File: src/hw/drs_pkg.sv
/*
  Shared constants for the display record serializer: serial framing,
  record layout offsets, fixed byte values and field limits.
  Assumes a single 25 MHz clock domain for every user of the package.
*/
package drs_pkg;

  // ---------------------------------------------------------------
  // Timing
  // ---------------------------------------------------------------
  localparam int CLK_HZ       = 25000000;    // System clock rate
  localparam int BAUD_RATE    = 2400;        // Serial line rate
  localparam int FRAME_BITS   = 10;          // Start, 8 data, 1 stop
  localparam int DATA_BITS    = 8;           // Data bits per byte

  // ---------------------------------------------------------------
  // Record layout (byte indices)
  // ---------------------------------------------------------------
  localparam logic [6:0] IDX_START   = 7'h00; // Start delimiter
  localparam logic [6:0] IDX_TOTAL   = 7'h01; // Six total digits
  localparam logic [6:0] IDX_TODAY   = 7'h07; // Four daily digits
  localparam logic [6:0] IDX_POWER   = 7'h0B; // Four power digits
  localparam logic [6:0] IDX_PAD1    = 7'h0F; // Sixteen spaces
  localparam logic [6:0] IDX_FILL1   = 7'h1F; // Two zero fillers
  localparam logic [6:0] IDX_IRR     = 7'h21; // Four irradiance digits
  localparam logic [6:0] IDX_FILL2   = 7'h25; // Two zero fillers
  localparam logic [6:0] IDX_PAD2    = 7'h27; // Fifty-six spaces
  localparam logic [6:0] IDX_CR      = 7'h5F; // Carriage return
  localparam logic [6:0] IDX_LF      = 7'h60; // Line feed, last byte
  localparam logic [6:0] REC_LEN     = 7'h61; // 97 bytes in all

  // ---------------------------------------------------------------
  // Byte values
  // ---------------------------------------------------------------
  localparam logic [7:0] CH_START    = 8'h23; // '#'
  localparam logic [7:0] CH_SPACE    = 8'h20; // Padding
  localparam logic [7:0] CH_ZERO     = 8'h30; // Filler and digit base
  localparam logic [7:0] CH_CR       = 8'h0D;
  localparam logic [7:0] CH_LF       = 8'h0A;

  // ---------------------------------------------------------------
  // Sensor selection and field limits
  // ---------------------------------------------------------------
  localparam logic [3:0]  IRR_SENSOR_ADDR = 4'h1;  // Only this unit counts
  localparam logic [19:0] TOTAL_MAX       = 20'hF423F; // 999999
  localparam logic [19:0] FOUR_MAX        = 20'h0270F; // 9999

  // Display type selection
  typedef enum logic {DRS_TYPE_AUTO, DRS_TYPE_RECORD} drs_type_t;

endpackage

File: src/hw/drs_serializer.sv
/*
  Display record serializer: builds the fixed 97-byte ASCII energy
  record and sends it on an asynchronous serial transmit line, or in
  the automatic display type detects the attached display variant.
  Assumes binary field values from the monitoring logic on the same
  clock, and a serial receive pin from the display outside the clock.
*/
`timescale 1ns/1ps

// Summary of operation
// - Record mode sends 2400 8N1, no handshake
// - Record is exactly 97 ASCII bytes
// - Total energy: six decimal digits, kWh
// - Daily energy: four decimal digits, kWh
// - Power: four digits, implied point hidden
// - Irradiance: four decimal digits, W/m2
// - Sixteen spaces follow the power field
// - Two zero fillers around irradiance
// - Fifty-six spaces then CR and LF
// - Leading zeros always sent as '0'
// - Missing irradiance sensor encodes as zero
// - Irradiance only from sensor address one
// - Auto type detects display variant unaided
module drs_serializer
  import drs_pkg::*;
#(
  parameter int BAUD_DIV   = CLK_HZ / BAUD_RATE, // Cycles per bit
  parameter int DETECT_DLY = CLK_HZ / BAUD_RATE  // Settle before sampling
) (
  // Clock and reset
  input  wire logic        clk,
  input  wire logic        rst_b,
  // Configuration
  input  wire drs_type_t   display_type,
  // Measured values, binary
  input  wire logic [19:0] total_kwh,
  input  wire logic [19:0] today_kwh,
  input  wire logic [19:0] power_10w,
  // Sensor readings
  input  wire logic        sens_valid,
  input  wire logic [3:0]  sens_addr,
  input  wire logic [19:0] sens_irr,
  input  wire logic        sens_lost,
  // Record request and status
  input  wire logic        send_req,
  output logic             send_ready,
  output logic             busy,
  output logic             record_done,
  // Variant detection
  output logic             variant_valid,
  output logic             variant_id,
  // Serial pins
  input  wire logic        rx_pin,
  output logic             tx_pin
);

  // ---------------------------------------------------------------
  // Helpers
  // ---------------------------------------------------------------
  // ASCII digit of value at a decimal weight, leading zeros kept
  function automatic logic [7:0] dig(input logic [19:0] v,
                                     input logic [19:0] w);
    logic [19:0] q;
    q   = (v / w) % 20'd10;
    dig = CH_ZERO + q[7:0];
  endfunction

  // Clamp a value to its field's largest printable figure
  function automatic logic [19:0] clamp(input logic [19:0] v,
                                        input logic [19:0] m);
    clamp = (v > m) ? m : v;
  endfunction

  // Decimal weight for digit k of an n-digit field (k=0 is leftmost)
  function automatic logic [19:0] weight(input logic [6:0] k,
                                         input logic [6:0] n);
    logic [19:0] w;
    w = 20'h00001;
    for (int i = 0; i < 6; i++) begin
      if (7'(i) < n - k - 7'h01) begin
        w = 20'(w * 20'd10);
      end
    end
    weight = w;
  endfunction

  // ---------------------------------------------------------------
  // Receive pin synchroniser
  // ---------------------------------------------------------------
  logic rx_s1;                 // First stage, read only by rx_s2
  logic rx_s2;                 // Second stage
  logic rx_s3;                 // Third stage
  logic rx_level;              // Agreed level

  // Three stages; a change is taken once stages two and three agree
  always_ff @(posedge clk or negedge rst_b) begin
    if (!rst_b) begin
      rx_s1    <= 1'b1;
      rx_s2    <= 1'b1;
      rx_s3    <= 1'b1;
      rx_level <= 1'b1;
    end else begin
      rx_s1 <= rx_pin;
      rx_s2 <= rx_s1;
      rx_s3 <= rx_s2;
      if (rx_s2 == rx_s3) begin
        rx_level <= rx_s3;
      end
    end
  end

  // ---------------------------------------------------------------
  // Variant detection in automatic type
  // ---------------------------------------------------------------
  logic [31:0] det_cnt;        // Settle counter

  // The display's idle line level tells its variant; no setting needed
  always_ff @(posedge clk or negedge rst_b) begin
    if (!rst_b) begin
      det_cnt       <= '0;
      variant_valid <= 1'b0;
      variant_id    <= 1'b0;
    end else if (display_type != DRS_TYPE_AUTO) begin
      det_cnt       <= '0;
      variant_valid <= 1'b0;
    end else if (det_cnt < 32'(DETECT_DLY)) begin
      det_cnt <= det_cnt + 32'h1;
    end else begin
      variant_valid <= 1'b1;
      variant_id    <= rx_level;
    end
  end

  // ---------------------------------------------------------------
  // Irradiance capture
  // ---------------------------------------------------------------
  logic [19:0] irr_val;        // Last reading from address one
  logic        irr_avail;      // Reading present

  // Readings from other sensor units are ignored; sens_lost at any address reads as zero
  always_ff @(posedge clk or negedge rst_b) begin
    if (!rst_b) begin
      irr_val   <= '0;
      irr_avail <= 1'b0;
    end else if (sens_valid && sens_addr == IRR_SENSOR_ADDR) begin
      irr_val   <= sens_irr;
      irr_avail <= 1'b1;
    end else if (sens_lost) begin
      irr_avail <= 1'b0;
    end
  end

  // ---------------------------------------------------------------
  // Record generator
  // ---------------------------------------------------------------
  logic        gen_active;     // Record in progress
  logic [6:0]  gen_idx;        // Next byte index
  logic [19:0] snap_total;     // Values frozen for one record
  logic [19:0] snap_today;
  logic [19:0] snap_power;
  logic [19:0] snap_irr;
  logic [7:0]  gen_byte;       // Byte at gen_idx
  logic        fifo_in_ready;  // Buffer can take a byte
  logic        gen_push;       // Byte handed to buffer

  assign send_ready = !busy && display_type == DRS_TYPE_RECORD;
  assign gen_push   = gen_active && fifo_in_ready;

  // Snapshot at the start so one record never mixes two updates
  always_ff @(posedge clk or negedge rst_b) begin
    if (!rst_b) begin
      gen_active <= 1'b0;
      gen_idx    <= '0;
      snap_total <= '0;
      snap_today <= '0;
      snap_power <= '0;
      snap_irr   <= '0;
    end else if (send_req && send_ready) begin
      gen_active <= 1'b1;
      gen_idx    <= IDX_START;
      snap_total <= clamp(total_kwh, TOTAL_MAX);
      snap_today <= clamp(today_kwh, FOUR_MAX);
      snap_power <= clamp(power_10w, FOUR_MAX);
      snap_irr   <= irr_avail ? clamp(irr_val, FOUR_MAX) : '0;
    end else if (gen_push) begin
      if (gen_idx == IDX_LF) begin
        gen_active <= 1'b0;
      end
      gen_idx <= gen_idx + 7'h01;
    end
  end

  // Byte for each position; all printable ASCII except the closing CR and LF
  always_comb begin
    if (gen_idx == IDX_START) begin
      gen_byte = CH_START;
    end else if (gen_idx < IDX_TODAY) begin
      gen_byte = dig(snap_total, weight(gen_idx - IDX_TOTAL, 7'h06));
    end else if (gen_idx < IDX_POWER) begin
      gen_byte = dig(snap_today, weight(gen_idx - IDX_TODAY, 7'h04));
    end else if (gen_idx < IDX_PAD1) begin
      gen_byte = dig(snap_power, weight(gen_idx - IDX_POWER, 7'h04));
    end else if (gen_idx < IDX_FILL1) begin
      gen_byte = CH_SPACE;
    end else if (gen_idx < IDX_IRR) begin
      gen_byte = CH_ZERO;
    end else if (gen_idx < IDX_FILL2) begin
      gen_byte = dig(snap_irr, weight(gen_idx - IDX_IRR, 7'h04));
    end else if (gen_idx < IDX_PAD2) begin
      gen_byte = CH_ZERO;
    end else if (gen_idx < IDX_CR) begin
      gen_byte = CH_SPACE;
    end else if (gen_idx == IDX_CR) begin
      gen_byte = CH_CR;
    end else begin
      gen_byte = CH_LF;
    end
  end

  // ---------------------------------------------------------------
  // Two-entry buffer between generator and transmitter
  // ---------------------------------------------------------------
  logic [7:0] fifo_mem [2];    // Storage
  logic       fifo_wp;         // Write pointer
  logic       fifo_rp;         // Read pointer
  logic [1:0] fifo_cnt;        // Occupancy
  logic       fifo_out_valid;  // Byte waiting for transmitter
  logic       fifo_pop;        // Transmitter takes a byte
  logic       fifo_last;       // Popped byte closes a record
  logic [1:0] last_mark;       // Marks which entry holds the LF

  assign fifo_in_ready  = fifo_cnt != 2'h2;
  assign fifo_out_valid = fifo_cnt != 2'h0;

  // Pointers and count; a busy transmitter stalls the generator
  always_ff @(posedge clk or negedge rst_b) begin
    if (!rst_b) begin
      fifo_wp   <= 1'b0;
      fifo_rp   <= 1'b0;
      fifo_cnt  <= '0;
      last_mark <= '0;
    end else begin
      if (gen_push) begin
        fifo_wp            <= !fifo_wp;
        last_mark[fifo_wp] <= gen_idx == IDX_LF;
      end
      if (fifo_pop) begin
        fifo_rp <= !fifo_rp;
      end
      fifo_cnt <= fifo_cnt + {1'b0, gen_push} - {1'b0, fifo_pop};
    end
  end

  // Storage carries no reset; only valid entries are ever read
  always_ff @(posedge clk) begin
    if (gen_push) begin
      fifo_mem[fifo_wp] <= gen_byte;
    end
  end

  assign fifo_last = last_mark[fifo_rp];

  // ---------------------------------------------------------------
  // Serial transmitter
  // ---------------------------------------------------------------
  logic [31:0] baud_cnt;       // Bit timer
  logic        baud_tick;      // One-cycle pulse per bit time
  logic        tx_active;      // Frame on the line
  logic [9:0]  tx_shift;       // Stop, data LSB first, start
  logic [3:0]  tx_bits;        // Bits left in frame
  logic        tx_last;        // Frame carries the closing LF

  assign baud_tick = baud_cnt == 32'(BAUD_DIV - 1);
  assign fifo_pop  = fifo_out_valid && !tx_active;

  // Bit-rate divider, restarted with every frame
  always_ff @(posedge clk or negedge rst_b) begin
    if (!rst_b) begin
      baud_cnt <= '0;
    end else if (!tx_active || baud_tick) begin
      baud_cnt <= '0;
    end else begin
      baud_cnt <= baud_cnt + 32'h1;
    end
  end

  // Start bit, eight data bits LSB first, one stop, no parity
  always_ff @(posedge clk or negedge rst_b) begin
    if (!rst_b) begin
      tx_active <= 1'b0;
      tx_shift  <= '1;
      tx_bits   <= '0;
      tx_last   <= 1'b0;
      tx_pin    <= 1'b1;
    end else if (fifo_pop) begin
      tx_active <= 1'b1;
      tx_shift  <= {1'b1, fifo_mem[fifo_rp], 1'b0};
      tx_bits   <= 4'(FRAME_BITS);
      tx_last   <= fifo_last;
      tx_pin    <= 1'b0;
    end else if (tx_active && baud_tick) begin
      if (tx_bits == 4'h1) begin
        tx_active <= 1'b0;
        tx_pin    <= 1'b1;
      end else begin
        tx_pin <= tx_shift[1];
      end
      tx_shift <= {1'b1, tx_shift[9:1]};
      tx_bits  <= tx_bits - 4'h1;
    end
  end

  // ---------------------------------------------------------------
  // Status
  // ---------------------------------------------------------------
  // Record ends when the LF stop bit has finished
  always_ff @(posedge clk or negedge rst_b) begin
    if (!rst_b) begin
      record_done <= 1'b0;
      busy        <= 1'b0;
    end else begin
      record_done <= tx_active && baud_tick && tx_bits == 4'h1 && tx_last;
      if (send_req && send_ready) begin
        busy <= 1'b1;
      end else if (tx_active && baud_tick && tx_bits == 4'h1 && tx_last) begin
        busy <= 1'b0;
      end
    end
  end

endmodule

File: config.mk
export PLATFORM = sky130hd
export DESIGN_NAME = drs_serializer
export DESIGN_NICKNAME = d
export VERILOG_FILES = /design/src/hw/drs_pkg.sv /design/src/hw/drs_serializer.sv
export SDC_FILE = /design/constraint.sdc
export NUM_CORES = 2
export LEC_CHECK = 0
export BUFFER_PORTS_ARGS = -buffer_cell sky130_fd_sc_hd__clkbuf_2
export CORE_MARGIN = 1
export CORE_UTILIZATION = 40
export DETAILED_ROUTE_END_ITERATION = 8
export PLACE_DENSITY = 0.53
export SYNTH_ARGS = -nofsm -noshare
export SYNTH_HDL_FRONTEND = slang
export SYNTH_SLANG_ARGS = --single-unit
File: constraint.sdc
create_clock -name clk -period 74.1 [get_ports clk]
set_input_delay 14.82 -clock clk [delete_from_list [all_inputs] [get_ports clk]]
set_output_delay 14.82 -clock clk [all_outputs]
set_load 0.005 [all_outputs]
==> summary.txt <==
Worst-Skew Late Latency: 0.67 ns
Post-Syn Area: 0.0654 mm2
CP startpoint: gen_idx[0]
Slew @ Worst Pin: 1.39 ns
Vias per cell: 6.03
Final std cells w/o fill: 10900
Port Buf Inserts: 96
Antenna violations before repair: 2
Gr usage total: 0.236
Hold Fails Final Rpt: 0
Post-DP HPWL: 159000 um
Post-synth EDFFs: 16
DRT Wirelength: 201000 um
Maximum number of pins on one net before global-route repair: 67
Wire per inst: 18.4 um
Minimum clock period: 68.47 ns
N_diodes: 0
Status: finished clean
Max cap viols: 0
Fin crit share: 0.924
Area grow syn2layout: 5.99%
CP Capture Type: flop
Ys flop type: dfrtp_1
Post-synthesis register bit count: 218
CTS tree: yes
Slowest CP cell: dfrtp_1
Most common cell after layout, fill and taps aside: ha_1
Top cells by area, synth: ha_1, dfrtp_1, o21a_1
Gpl congestion: 0.907
Unique cell type count in the Yosys netlist: 129
RR Endpoint: fifo_mem[0][0]
GRT overflow: 0
Final setup margin: 5.63 ns
Die H: 406 um
Most frequent cells in the layout: ha_1, nor2_1, nand2_1
Max clock buf depth: 3
Hold buffer count at cts: 0
Fill cells: 17000
CTS clk-pin slew, worst paths: 0.06 ns
CP arrival: 68.85 ns
Root buf cell: clkbuf_16
Core ar.: 0.163 mm2
Share of post-route cells with drive strength above 1: 0.0912
DRT antenna net count: 0
Slew Limit Fails: 0
Slew HR: 0.0741
RSZ-0062 raised after global routing: false
Ys Warns: 0
Vias in the first global route: 62400
DRT iter0 DRCs: 4085
Post-Syn Instances: 8829
Startpoint types: flop
Pre-CTS WS: 5.79 ns
I/O Pins: 97
Hold WC Path Type: reg2reg
Initial Utilization: 0.403
# DRC: 0
Max incr delay on CP: 0.70 ns
# rows: 148
Crit-path max FO: 34
Most Frequent Cell on Critical Path: o21a_1
Final setup fails: 0
Num Clock Sinks: 218
Die area: 0.165 mm2
Sequential area share after synthesis: 0.0848
Pre-antenna DRT Iters: 6
CP Capture Point: fifo_mem[0][0]
Worst Skew: 0.0314 ns
Total CTS buffers: 29
Post-CTS Setup Bufs: 0
Max Fclk: 14.6 MHz
Final nets: 9983
FF-to-FF path depth: 302
Cell taking the most area after synthesis: ha_1
Critical path type: reg2reg
Crit path required time: 74.48 ns
Setup TNS Final: 0 ns
Ys async rst share: 0.927
DIE WIDTH: 406 um
Syn avg cell area: 7.41 um2
H-tree Lvls: 1
Via count: 65800
FF-to-FF Start: gen_idx[0]
Global-route wire length before repair: 327000 um
Placed cells: 10900
Synth top area share: 0.222
Worst reg2reg setup slack: 5.63 ns
cells by family after synthesis:
group	synth area share
AOI/OAI and AO/OA	0.289
other	0.0000573
adders and majority gates	0.228
xor gates and xnor gates	0.0545
and+or+nand+nor	0.240
DFF	0.0848
muxes	0.0666
buffers and inverters	0.0367
state kept, by name, indices dropped and copies added (netlist names), 2 cells and up:
register    cells
baud_cnt       32
det_cnt        32
fifo_cnt        2
fifo_mem       16
gen_idx         7
irr_val        20
last_mark       2
snap_irr       20
snap_power     20
snap_today     20
snap_total     20
tx_bits         4
tx_shift        8
what timing repair did:
item	CTS	global route
gates resized for setup	0	5
setup endpoints to repair	0	6
endpoints found under the hold margin	0	0
final cells by class:
class                           instances  area (um2)  area share
Multi-Input combinational cell       8002       57700       0.832
Sequential cell                       218        5550      0.0800
Timing Repair Buffer                  235        1530      0.0221
Clock buffer                           37         776      0.0112
Tap cell                             2175        2720      0.0392
Inverter                              229         863      0.0124
Clock inverter                         17         226     0.00326
per-layer routing:
| layer | vias up | part of all wire | GRT usage |
|---|---|---|---|
| li1 | 33300 | - | - |
| met1 | 31200 | 0.48 | 0.319 |
| met2 | 1162 | 0.47 | 0.413 |
| met3 | 232 | 0.031 | 0.0146 |
| met4 | 0 | 0.017 | 0.0462 |
| met5 | - | 0 | 0 |
worst max-delay path, delay by kind of cell, from the launching register on:
kind / cells / cell delay [ns]
AOI/OAI and AO/OA: 195 / 38.89
xor gates and xnor gates: 4 / 0.98
adders and majority gates: 28 / 9.20
buffers and inverters: 12 / 3.15
DFF: 1 / 0.70
muxes: 7 / 2.32
and+or+nand+nor: 56 / 12.72
Yosys cell counts, types with 19 or more instances:
| cell type | n |
|---|---|
| clkbuf_1 | 306 |
| xor2_1 | 149 |
| o211a_1 | 28 |
| nor3_1 | 624 |
| o21bai_1 | 32 |
| or4_1 | 29 |
| ha_1 | 1161 |
| o21a_1 | 519 |
| a221oi_1 | 19 |
| a21oi_1 | 456 |
| o31ai_1 | 272 |
| nor2b_1 | 113 |
| nand4_1 | 90 |
| mux2_2 | 314 |
| or2_2 | 51 |
| o22a_1 | 25 |
| a211o_1 | 34 |
| or3_1 | 56 |
| o22ai_1 | 47 |
| inv_1 | 221 |
| dfrtp_1 | 189 |
| mux2i_1 | 81 |
| a22o_1 | 33 |
| buf_1 | 28 |
| o221ai_1 | 21 |
| and3_1 | 84 |
| o211ai_1 | 86 |
| nand2_1 | 813 |
| o21ai_0 | 471 |
| a211oi_1 | 90 |
| nor2_1 | 837 |
| a21boi_0 | 24 |
| buf_2 | 40 |
| o21ai_1 | 26 |
| nor4_1 | 84 |
| nand3_1 | 197 |
| a31o_2 | 20 |
| a21o_1 | 169 |
| o2111ai_1 | 25 |
| nand2b_1 | 85 |
| and2_1 | 92 |
| o31a_1 | 23 |
| xnor2_1 | 254 |
| a31oi_1 | 59 |
worst min-delay path by stage:
stage	start	to	slack (ns)	cells past startpoint
2_1_floorplan	rx_s1	rx_s2	0.35	0
6_report	rx_s1	rx_s2	0.36	0
4_1_cts	rx_s1	rx_s2	0.36	0
3_5_place_dp	rx_s1	rx_s2	0.35	0
3_3_place_gp	rx_s1	rx_s2	0.35	0
5_1_grt	rx_s1	rx_s2	0.37	0
per-stage QoR:
step	utilization	cell area (um2)	hold slack (ns)
global route	0.427	69400	0.368
detailed placement	0.420	68300	0.347
finish	0.427	69400	0.360
CTS	0.427	69300	0.361
floorplan	-	65500	0.345
global placement	0.420	68300	0.350
Power is left out: the tool's default activity adds up to more than one toggle a clock period on the data nets, which glitch-free logic cannot reach.
